==> config.mk <==
export PLATFORM = sky130hd
export DESIGN_NAME = abr_ctrl
export DESIGN_NICKNAME = d
export VERILOG_FILES = /design/src/abr_pkg.sv /design/src/abr_ctrl.sv
export SDC_FILE = /design/constraint.sdc
export NUM_CORES = 1
export LEC_CHECK = 0
export ABC_AREA = 0
export BUFFER_PORTS_ARGS = -buffer_cell sky130_fd_sc_hd__buf_4
export CAP_MARGIN = 20
export CELL_PAD_IN_SITES_DETAIL_PLACEMENT = 1
export CELL_PAD_IN_SITES_GLOBAL_PLACEMENT = 1
export CORE_UTILIZATION = 32
export CTS_BUF_LIST = sky130_fd_sc_hd__clkbuf_4 sky130_fd_sc_hd__clkbuf_8
export DETAILED_ROUTE_END_ITERATION = 8
export GPL_TIMING_DRIVEN = 0
export PLACE_DENSITY = 0.58
export SYNTH_ARGS = -nofsm -noshare
export SYNTH_HDL_FRONTEND = slang
export SYNTH_SLANG_ARGS = --single-unit
export TNS_END_PERCENT = 30
==> constraint.sdc <==
create_clock -name clk -period 4.6 [get_ports clk]
set_input_delay 0.23 -clock clk [delete_from_list [all_inputs] [get_ports clk]]
set_output_delay 0.23 -clock clk [all_outputs]
set_load 0.02 [all_outputs]
==> src/abr_pkg.sv <==
/*
 * Constants for the acquisition busy, reset and fast-clear controller:
 * register offsets, field positions, reset values and timing counts.
 * Assumes a 10 MHz system clock and a plain strobe register port.
 */
package abr_pkg;

    // Register offsets
    localparam logic [3:0] ABR_OFS_STATUS1 = 4'h0;
    localparam logic [3:0] ABR_OFS_CTRL1 = 4'h1;
    localparam logic [3:0] ABR_OFS_BSET1 = 4'h2;
    localparam logic [3:0] ABR_OFS_BCLR1 = 4'h3;
    localparam logic [3:0] ABR_OFS_BSET2 = 4'h4;
    localparam logic [3:0] ABR_OFS_BCLR2 = 4'h5;
    localparam logic [3:0] ABR_OFS_SSRESET = 4'h6;
    localparam logic [3:0] ABR_OFS_FCWIN = 4'h7;
    localparam logic [3:0] ABR_OFS_EVCNT_LO = 4'h8;
    localparam logic [3:0] ABR_OFS_EVCNT_HI = 4'h9;
    localparam logic [3:0] ABR_OFS_RD_ADV = 4'hA;
    localparam logic [3:0] ABR_OFS_PTRS = 4'hB;

    // Field positions
    localparam int ABR_ST1_PRESENT = 0;
    localparam int ABR_ST1_EMPTY = 1;
    localparam int ABR_ST1_BUSY = 2;
    localparam int ABR_ST1_CRATE_HOLD = 3;
    localparam int ABR_ST1_NAND_LINE = 4;
    localparam int ABR_ST1_FULL = 5;
    localparam int ABR_ST1_CONFIG = 6;
    localparam int ABR_CTRL1_SCOPE = 4;
    localparam int ABR_CTRL1_MEMTEST = 6;
    localparam int ABR_BSET1_SOFT = 7;
    localparam int ABR_BSET2_DATA_CLR = 2;

    // Reset values
    localparam logic [15:0] ABR_CTRL1_RST = 16'h0000;
    localparam logic [15:0] ABR_FCWIN_RST = 16'h0010;

    // Widths
    localparam int ABR_PTR_W = 5;
    localparam int ABR_EVCNT_W = 24;

    // Timing
    localparam int ABR_CLK_PERIOD_NS = 100;
    localparam int ABR_CONV_TIME_NS = 5700;
    localparam int ABR_CLEAR_TIME_NS = 600;
    localparam int ABR_CONFIG_TIME_NS = 1000000;
    localparam int ABR_CONV_CYC = (ABR_CONV_TIME_NS + ABR_CLK_PERIOD_NS - 1) / ABR_CLK_PERIOD_NS;
    localparam int ABR_CLEAR_CYC =
        (ABR_CLEAR_TIME_NS + ABR_CLK_PERIOD_NS - 1) / ABR_CLK_PERIOD_NS;
    localparam int ABR_CONFIG_CYC =
        (ABR_CONFIG_TIME_NS + ABR_CLK_PERIOD_NS - 1) / ABR_CLK_PERIOD_NS;

    // Sync vector bit positions
    localparam int ABR_IN_WIN = 0;
    localparam int ABR_IN_ABORT = 1;
    localparam int ABR_IN_RESET = 2;
    localparam int ABR_IN_INHIBIT = 3;
    localparam int ABR_IN_JUMPER = 4;
    localparam int ABR_IN_OR_LINE = 5;
    localparam int ABR_IN_NAND_LINE = 6;
    localparam int ABR_IN_W = 7;

    typedef enum logic [1:0] {
        ABR_ST_IDLE,
        ABR_ST_CONV,
        ABR_ST_CLEAR,
        ABR_ST_ARST
    } abr_state_type;

endpackage

==> src/abr_ctrl.sv <==
/*
 * Acquisition controller: busy generation and combination, data, software
 * and hardware reset, fast-clear window and event buffer pointer tracking.
 * Assumes panel signals and crate lines are asynchronous, the register port
 * is synchronous to clk, and arst_n is power-on or bus system reset.
 */
`timescale 1ns/1ps
module abr_ctrl import abr_pkg::*; #(
    parameter int CONFIG_CYC = ABR_CONFIG_CYC
) (
    input wire logic clk,
    input wire logic arst_n,
    input wire logic [3:0] reg_addr,
    input wire logic [15:0] reg_wdata,
    input wire logic reg_wr,
    input wire logic reg_rd,
    output logic [15:0] reg_rdata,
    input wire logic window_in,
    input wire logic common_window_in,
    input wire logic fast_abort_in,
    input wire logic front_reset_in,
    input wire logic inhibit_in,
    input wire logic hold_mode_jumper,
    input wire logic hold_or_in,
    output logic hold_or_out,
    output logic hold_or_oe_n,
    input wire logic hold_nand_in,
    output logic hold_nand_out,
    output logic hold_nand_oe_n,
    output logic busy_out,
    output logic busy_led,
    output logic data_present_led,
    output logic integrator_clear,
    output logic conv_active
);

    logic [ABR_IN_W-1:0] raw_in;
    logic [ABR_IN_W-1:0] sync1_r;
    logic [ABR_IN_W-1:0] sync2_r;
    logic [ABR_IN_W-1:0] sync3_r;
    logic [ABR_IN_W-1:0] stable_r;
    logic [ABR_IN_W-1:0] stable_d_r;
    logic win_rise;
    logic abort_rise;
    logic reset_rise;
    logic inhibit_lvl;
    logic abort_lvl;
    logic shared_sel;
    logic or_line;
    logic nand_line;

    logic [15:0] ctrl1_r;
    logic [15:0] fcwin_r;
    logic soft_bit_r;
    logic data_clr_r;
    logic [ABR_PTR_W-1:0] wr_ptr_r;
    logic [ABR_PTR_W-1:0] rd_ptr_r;
    logic last_wr_r;
    logic [ABR_EVCNT_W-1:0] evcnt_r;
    logic [15:0] cnt_r;
    logic [15:0] cfg_cnt_r;
    logic cfg_busy_r;
    logic busy_r;
    logic [15:0] rdata_r;
    abr_state_type state_r;
    abr_state_type state_nxt;

    logic ssr_wr;
    logic rd_adv_wr;
    logic soft_rst;
    logic data_rst;
    logic buf_full;
    logic buf_empty;
    logic present;
    logic mem_test;
    logic busy_local;
    logic hold;
    logic accept;
    logic abort_ok;
    logic conv_done;
    logic clear_done;

    // Window and common window form one integration window
    assign raw_in[ABR_IN_WIN] = window_in | common_window_in;
    assign raw_in[ABR_IN_ABORT] = fast_abort_in;
    assign raw_in[ABR_IN_RESET] = front_reset_in;
    assign raw_in[ABR_IN_INHIBIT] = inhibit_in;
    assign raw_in[ABR_IN_JUMPER] = hold_mode_jumper;
    assign raw_in[ABR_IN_OR_LINE] = hold_or_in;
    assign raw_in[ABR_IN_NAND_LINE] = hold_nand_in;

    // Three-stage synchroniser; a level counts once stages two and three agree
    always_ff @(posedge clk or negedge arst_n) begin
        if (!arst_n) begin
            sync1_r <= '0;
            sync2_r <= '0;
            sync3_r <= '0;
        end else begin
            sync1_r <= raw_in;
            sync2_r <= sync1_r;
            sync3_r <= sync2_r;
        end
    end

    always_ff @(posedge clk or negedge arst_n) begin
        if (!arst_n) begin
            stable_r <= '0;
            stable_d_r <= '0;
        end else begin
            for (int i = 0; i < ABR_IN_W; i++) begin
                if (sync2_r[i] == sync3_r[i]) begin
                    stable_r[i] <= sync3_r[i];
                end
            end
            stable_d_r <= stable_r;
        end
    end

    // Leading edges of the panel pulses
    assign win_rise = stable_r[ABR_IN_WIN] & ~stable_d_r[ABR_IN_WIN];
    assign abort_rise = stable_r[ABR_IN_ABORT] & ~stable_d_r[ABR_IN_ABORT];
    assign reset_rise = stable_r[ABR_IN_RESET] & ~stable_d_r[ABR_IN_RESET];
    assign inhibit_lvl = stable_r[ABR_IN_INHIBIT];
    assign abort_lvl = stable_r[ABR_IN_ABORT];
    assign shared_sel = stable_r[ABR_IN_JUMPER];
    assign or_line = stable_r[ABR_IN_OR_LINE];
    assign nand_line = stable_r[ABR_IN_NAND_LINE];

    // Register strobes with side effects
    assign ssr_wr = reg_wr && (reg_addr == ABR_OFS_SSRESET);
    assign rd_adv_wr = reg_wr && (reg_addr == ABR_OFS_RD_ADV);

    // Reset levels
    assign soft_rst = soft_bit_r
        | ssr_wr
        | (reset_rise & ctrl1_r[ABR_CTRL1_SCOPE]);
    assign data_rst = soft_rst
        | data_clr_r
        | (reset_rise & ~ctrl1_r[ABR_CTRL1_SCOPE]);

    // Event buffer state
    assign buf_full = (wr_ptr_r == rd_ptr_r) & last_wr_r;
    assign buf_empty = (wr_ptr_r == rd_ptr_r) & ~last_wr_r;
    assign present = ~buf_empty;
    assign mem_test = ctrl1_r[ABR_CTRL1_MEMTEST];

    // Busy sources and stop rule
    assign busy_local = (state_r != ABR_ST_IDLE) | (state_nxt != ABR_ST_IDLE)
        | buf_full | mem_test | data_rst;
    assign hold = shared_sel ? (busy_r | or_line) : busy_r;
    assign accept = (state_r == ABR_ST_IDLE) & win_rise
        & ~inhibit_lvl & ~abort_lvl & ~hold & ~data_rst;
    assign abort_ok = (state_r == ABR_ST_CONV) & abort_rise
        & (cnt_r <= fcwin_r);
    assign conv_done = (state_r == ABR_ST_CONV) & ~abort_ok
        & (cnt_r == 16'(ABR_CONV_CYC - 1));
    assign clear_done = (state_r == ABR_ST_CLEAR) & (cnt_r == 16'(ABR_CLEAR_CYC - 1));

    // Acquisition sequence
    always_comb begin
        state_nxt = state_r;
        case (state_r)
            ABR_ST_IDLE: begin
                if (accept) begin
                    state_nxt = ABR_ST_CONV;
                end
            end
            ABR_ST_CONV: begin
                if (abort_ok) begin
                    state_nxt = ABR_ST_CLEAR;
                end else if (conv_done) begin
                    state_nxt = ABR_ST_IDLE;
                end
            end
            ABR_ST_CLEAR: begin
                if (clear_done) begin
                    state_nxt = ABR_ST_IDLE;
                end
            end
            ABR_ST_ARST: begin
                if (!data_rst) begin
                    state_nxt = ABR_ST_IDLE;
                end
            end
            default: begin
                state_nxt = ABR_ST_IDLE;
            end
        endcase
        if (data_rst) begin
            state_nxt = ABR_ST_ARST;
        end
    end

    always_ff @(posedge clk or negedge arst_n) begin
        if (!arst_n) begin
            state_r <= ABR_ST_ARST;
        end else begin
            state_r <= state_nxt;
        end
    end

    // Cycle counter for conversion and clear
    always_ff @(posedge clk or negedge arst_n) begin
        if (!arst_n) begin
            cnt_r <= '0;
        end else if (state_nxt != state_r) begin
            cnt_r <= '0;
        end else if (state_r == ABR_ST_CONV || state_r == ABR_ST_CLEAR) begin
            cnt_r <= cnt_r + 16'h0001;
        end
    end

    // Soft-resettable control registers
    always_ff @(posedge clk or negedge arst_n) begin
        if (!arst_n) begin
            ctrl1_r <= ABR_CTRL1_RST;
            fcwin_r <= ABR_FCWIN_RST;
        end else if (soft_rst) begin
            ctrl1_r <= ABR_CTRL1_RST;
            fcwin_r <= ABR_FCWIN_RST;
        end else if (reg_wr) begin
            if (reg_addr == ABR_OFS_CTRL1) begin
                ctrl1_r <= reg_wdata;
            end else if (reg_addr == ABR_OFS_FCWIN) begin
                fcwin_r <= reg_wdata;
            end
        end
    end

    // Hardware-only bit-set registers
    always_ff @(posedge clk or negedge arst_n) begin
        if (!arst_n) begin
            soft_bit_r <= 1'b0;
            data_clr_r <= 1'b0;
        end else if (reg_wr) begin
            if (reg_addr == ABR_OFS_BSET1 && reg_wdata[ABR_BSET1_SOFT]) begin
                soft_bit_r <= 1'b1;
            end else if (reg_addr == ABR_OFS_BCLR1 && reg_wdata[ABR_BSET1_SOFT]) begin
                soft_bit_r <= 1'b0;
            end else if (reg_addr == ABR_OFS_BSET2 && reg_wdata[ABR_BSET2_DATA_CLR]) begin
                data_clr_r <= 1'b1;
            end else if (reg_addr == ABR_OFS_BCLR2 && reg_wdata[ABR_BSET2_DATA_CLR]) begin
                data_clr_r <= 1'b0;
            end
        end
    end

    // Event buffer pointers
    always_ff @(posedge clk or negedge arst_n) begin
        if (!arst_n) begin
            wr_ptr_r <= '0;
            rd_ptr_r <= '0;
            last_wr_r <= 1'b0;
        end else if (data_rst) begin
            wr_ptr_r <= '0;
            rd_ptr_r <= '0;
            last_wr_r <= 1'b0;
        end else begin
            if (conv_done) begin
                wr_ptr_r <= wr_ptr_r + 5'h01;
            end
            if (rd_adv_wr && !buf_empty) begin
                rd_ptr_r <= rd_ptr_r + 5'h01;
            end
            if (conv_done && !(rd_adv_wr && !buf_empty)) begin
                last_wr_r <= 1'b1;
            end else if (!conv_done && rd_adv_wr && !buf_empty) begin
                last_wr_r <= 1'b0;
            end
        end
    end

    // Accepted window counter
    always_ff @(posedge clk or negedge arst_n) begin
        if (!arst_n) begin
            evcnt_r <= '0;
        end else if (data_rst) begin
            evcnt_r <= '0;
        end else if (accept) begin
            evcnt_r <= evcnt_r + 24'h000001;
        end
    end

    // Power-on configuration phase
    always_ff @(posedge clk or negedge arst_n) begin
        if (!arst_n) begin
            cfg_cnt_r <= '0;
            cfg_busy_r <= 1'b1;
        end else if (cfg_busy_r) begin
            cfg_cnt_r <= cfg_cnt_r + 16'h0001;
            if (cfg_cnt_r == 16'(CONFIG_CYC - 1)) begin
                cfg_busy_r <= 1'b0;
            end
        end
    end

    // Registered busy and lamps
    always_ff @(posedge clk or negedge arst_n) begin
        if (!arst_n) begin
            busy_r <= 1'b1;
            busy_led <= 1'b1;
            data_present_led <= 1'b1;
            integrator_clear <= 1'b1;
            conv_active <= 1'b0;
        end else begin
            busy_r <= busy_local;
            busy_led <= busy_local | cfg_busy_r;
            data_present_led <= present | cfg_busy_r;
            integrator_clear <= (state_nxt == ABR_ST_CLEAR)
                | (state_nxt == ABR_ST_ARST);
            conv_active <= (state_nxt == ABR_ST_CONV);
        end
    end

    assign busy_out = busy_r;

    // Crate lines: OR line pulled high, NAND line pulled low while busy
    assign hold_or_out = 1'b1;
    assign hold_or_oe_n = ~busy_r;
    assign hold_nand_out = 1'b0;
    assign hold_nand_oe_n = ~busy_r;

    // Register read port, data valid the cycle after the strobe only
    always_ff @(posedge clk or negedge arst_n) begin
        if (!arst_n) begin
            rdata_r <= '0;
        end else if (!reg_rd) begin
            rdata_r <= '0;
        end else if (reg_addr == ABR_OFS_STATUS1) begin
            rdata_r <= '0;
            rdata_r[ABR_ST1_PRESENT] <= present;
            rdata_r[ABR_ST1_EMPTY] <= buf_empty;
            rdata_r[ABR_ST1_BUSY] <= busy_r;
            rdata_r[ABR_ST1_CRATE_HOLD] <= or_line;
            rdata_r[ABR_ST1_NAND_LINE] <= nand_line;
            rdata_r[ABR_ST1_FULL] <= buf_full;
            rdata_r[ABR_ST1_CONFIG] <= cfg_busy_r;
        end else if (reg_addr == ABR_OFS_CTRL1) begin
            rdata_r <= ctrl1_r;
        end else if (reg_addr == ABR_OFS_BSET1 || reg_addr == ABR_OFS_BCLR1) begin
            rdata_r <= '0;
            rdata_r[ABR_BSET1_SOFT] <= soft_bit_r;
        end else if (reg_addr == ABR_OFS_BSET2 || reg_addr == ABR_OFS_BCLR2) begin
            rdata_r <= '0;
            rdata_r[ABR_BSET2_DATA_CLR] <= data_clr_r;
        end else if (reg_addr == ABR_OFS_FCWIN) begin
            rdata_r <= fcwin_r;
        end else if (reg_addr == ABR_OFS_EVCNT_LO) begin
            rdata_r <= evcnt_r[15:0];
        end else if (reg_addr == ABR_OFS_EVCNT_HI) begin
            rdata_r <= {8'h00, evcnt_r[23:16]};
        end else if (reg_addr == ABR_OFS_PTRS) begin
            rdata_r <= {3'h0, rd_ptr_r, 3'h0, wr_ptr_r};
        end else begin
            rdata_r <= '0;
        end
    end

    assign reg_rdata = rdata_r;

endmodule

==> impl_metrics.tcl <==
set metrics [dict create \
    synth_flop_cell "dfrtp_1" \
    grt_pass1_wl_um 34700 \
    hpwl_um 16200 \
    fillCellCount 2673 \
    cts_buffers 17 \
    fin_cells 1191 \
    setup_violations 0 \
    status "completed" \
    tns_ns 0 \
    fin_area_sq_um 9020 \
    worstHoldStart "reg_wdata[4]" \
    dieHeight_um 157 \
    setup.worst_path.start "state_r[0]" \
    postCtsSetupBuffers 0 \
    drive_gt1_frac 0.150 \
    placed_cells 1146 \
    drt_iter0_drc 376 \
    reg2reg_from "state_r[0]" \
    areaGrowthSynthToFinish_pct 17.9 \
    drv_cap 0 \
    power_uw 2990 \
    cts_sinks 156 \
    grt_pass1_vias 6364 \
    seq_power_share 0.491 \
    antenna_found_initial 1 \
    rrSetupSlack_ns 1.24 \
    slew_violations 0 \
    grt_usage 0.187 \
    regArea_sq_um 3910 \
    num_rows 56 \
    synthDistinctLibCells 68 \
    synth_edf_count 0 \
    gp_congestion 0.851 \
    clkLatencyLatePin_ns 0.47 \
    routed_wl_um 21400 \
    clockRootBuffer "clkbuf_8" \
    finalHoldViolCount 0 \
    worstSetupPathType "flop to flop" \
    multi_input_area_sq_um 3480 \
    core_sq_um 23500 \
    async_flop_share 1.00 \
    hold_buffers 13 \
    viasPerCell 5.01 \
    worst_slew_pin_slew_ns 0.891 \
    die_w_um 157 \
    postRouteAntennaNets 0 \
    worst_clock_skew_ns 0.0264 \
    internal_power_uw 2010 \
    maxSlewHeadroom 0.391 \
    via_count 5962 \
    final_nets 918 \
    cts_tree "built" \
    p_per_area_nw_per_um2 331 \
    worstHoldPathType "input port to flop" \
    htreeDepth 4 \
    yosysWarnings 0 \
    yosysSeqAreaShare 0.512 \
    synth_area_per_cell_sq_um 9.90 \
    synth_area_sq_um 7650 \
    synth_nets 832 \
    p_leak_uw 0.00386 \
    mostFrequentLayoutCell "dfrtp_1" \
    cts_buffer_depth 2 \
    worst_ep_arrival_time_ns 3.72 \
    die_area_sq_um 24500 \
    layout_common_cells "148 x dfrtp_1, 111 x nand2_1, 73 x nor2_1, 68 x a21oi_1, 55 x buf_4" \
    syn_inst 773 \
    switching_share 0.328 \
    antenna-diode-count 0 \
    grt_max_degree 92 \
    drt_pass1_iterations 6 \
    cts-resized-gates 0 \
    combPwrFrac 0.160 \
    pin_count 57 \
    crit_path_start_kind "flop" \
    min_period_ns 3.36 \
    period_share 0.730 \
    rsz0062_at_grt "no" \
    drt-wirelength-per-cell_um 18.0 \
    power.switching_uw 982 \
    placed_area_sq_um 8480 \
    crit_required_ns 4.96 \
    crit_fanout 10 \
    drc 0 \
    fin_util 0.384 \
    clk_pin_slew_ns 0.10 \
    grt-ovfl-total 0 \
    clkPwrFrac 0.349 \
    io_buffers 53 \
    fmax_ghz 0.298 \
    start_util 0.326 \
    yosys_register_bits 156 \
    vdd_ir_drop_max_v 0.000162 \
    cp-end-kind "flop" \
]
==> registers in the layout (all words and copies together) (netlist names), 2 cells and up <==
signal,count
evcnt_r,24
cfg_cnt_r,16
cnt_r,16
ctrl1_r,16
fcwin_r,16
reg_rdata,16
stable_r,7
sync1_r,7
sync2_r,7
sync3_r,7
rd_ptr_r,5
wr_ptr_r,5
stable_d_r,3
state_r,2
==> through the flow <==
stage               setup WS [ns]  hold slack [ns]
floorplan                    2.14          -0.0656
global route                 1.14          0.00609
CTS                          1.28          0.00210
detailed placement           1.30            0.220
finish                       1.24           0.0236
global placement             1.36            0.333
==> cell usage after synthesis, types with 5 or more instances <==
cell,instances,area share
nor2b_1,9,0.0074
nor3_1,13,0.0085
mux2_2,7,0.010
a21oi_1,68,0.044
xnor2_1,25,0.029
xor2_1,39,0.045
inv_1,27,0.013
dfrtp_1,148,0.48
nand2_1,111,0.054
nor2_1,73,0.036
ha_1,27,0.044
dfstp_2,8,0.027
nand2b_1,8,0.0065
maj3_1,7,0.0092
nand4_1,21,0.017
o21ai_0,9,0.0059
nand3_1,24,0.016
and2_1,7,0.0057
mux2i_1,5,0.0065
nor2_2,10,0.0082
clkbuf_1,23,0.011
a22oi_1,11,0.011
and3_1,13,0.011
==> cells by family after synthesis <==
group                      share of synthesized area
xor gates and xnor gates                      0.0733
buffers and inverters                         0.0329
muxes                                         0.0168
other                                       0.000982
DFF                                            0.512
and+or+nand+nor                                0.200
adders and majority gates                     0.0533
AOI/OAI and AO/OA                              0.111
==> metal layers <==
| layer | track usage | wire length [um] |
|---|---|---|
| met5 | 0 | 0 |
| met4 | 0.0518 | 288 |
| met3 | 0.0305 | 725 |
| met2 | 0.298 | 10000 |
| met1 | 0.262 | 10400 |
==> worst paths after layout <==
kind                                 to  depth (start not counted)
max reg2reg                   cnt_r[14]                          9
max                           cnt_r[14]                          9
min                          fcwin_r[4]                          3
min in group asynchronous  cfg_cnt_r[5]                          2
max in group asynchronous   fcwin_r[14]                          3
min reg2reg                  sync2_r[2]                          0
==> worst max-delay path: stages, from the launching register on <==
cell and delay, ns:
dfstp_2 0.61, ha_1 0.15, buf_2 0.24, nand3b_1 0.17, a2111oi_0 0.82, a31oi_2 0.41
o21a_1 0.31, o22ai_4 0.28, buf_8 0.20, nor2_2 0.05
==> area by class of cell <==
type | instances | share of cell area
repair buffers | 67 | 0.0624
plain buffers | 33 | 0.0166
inverters | 27 | 0.0112
well taps | 319 | 0.0442
clock buffers | 17 | 0.0259
flip-flops and latches | 156 | 0.434
clock inverters | 15 | 0.0196
multi-input cells | 557 | 0.386
==> power by group through the flow <==
stage,logic (uW),registers [uW],clock network [uW]
floorplan,297,1490,0
CTS,488,1470,1080
detailed placement,477,1500,0
global route,532,1480,1140
finish,479,1470,1040
global placement,456,1490,0
Power figures use the tool's default switching activity.
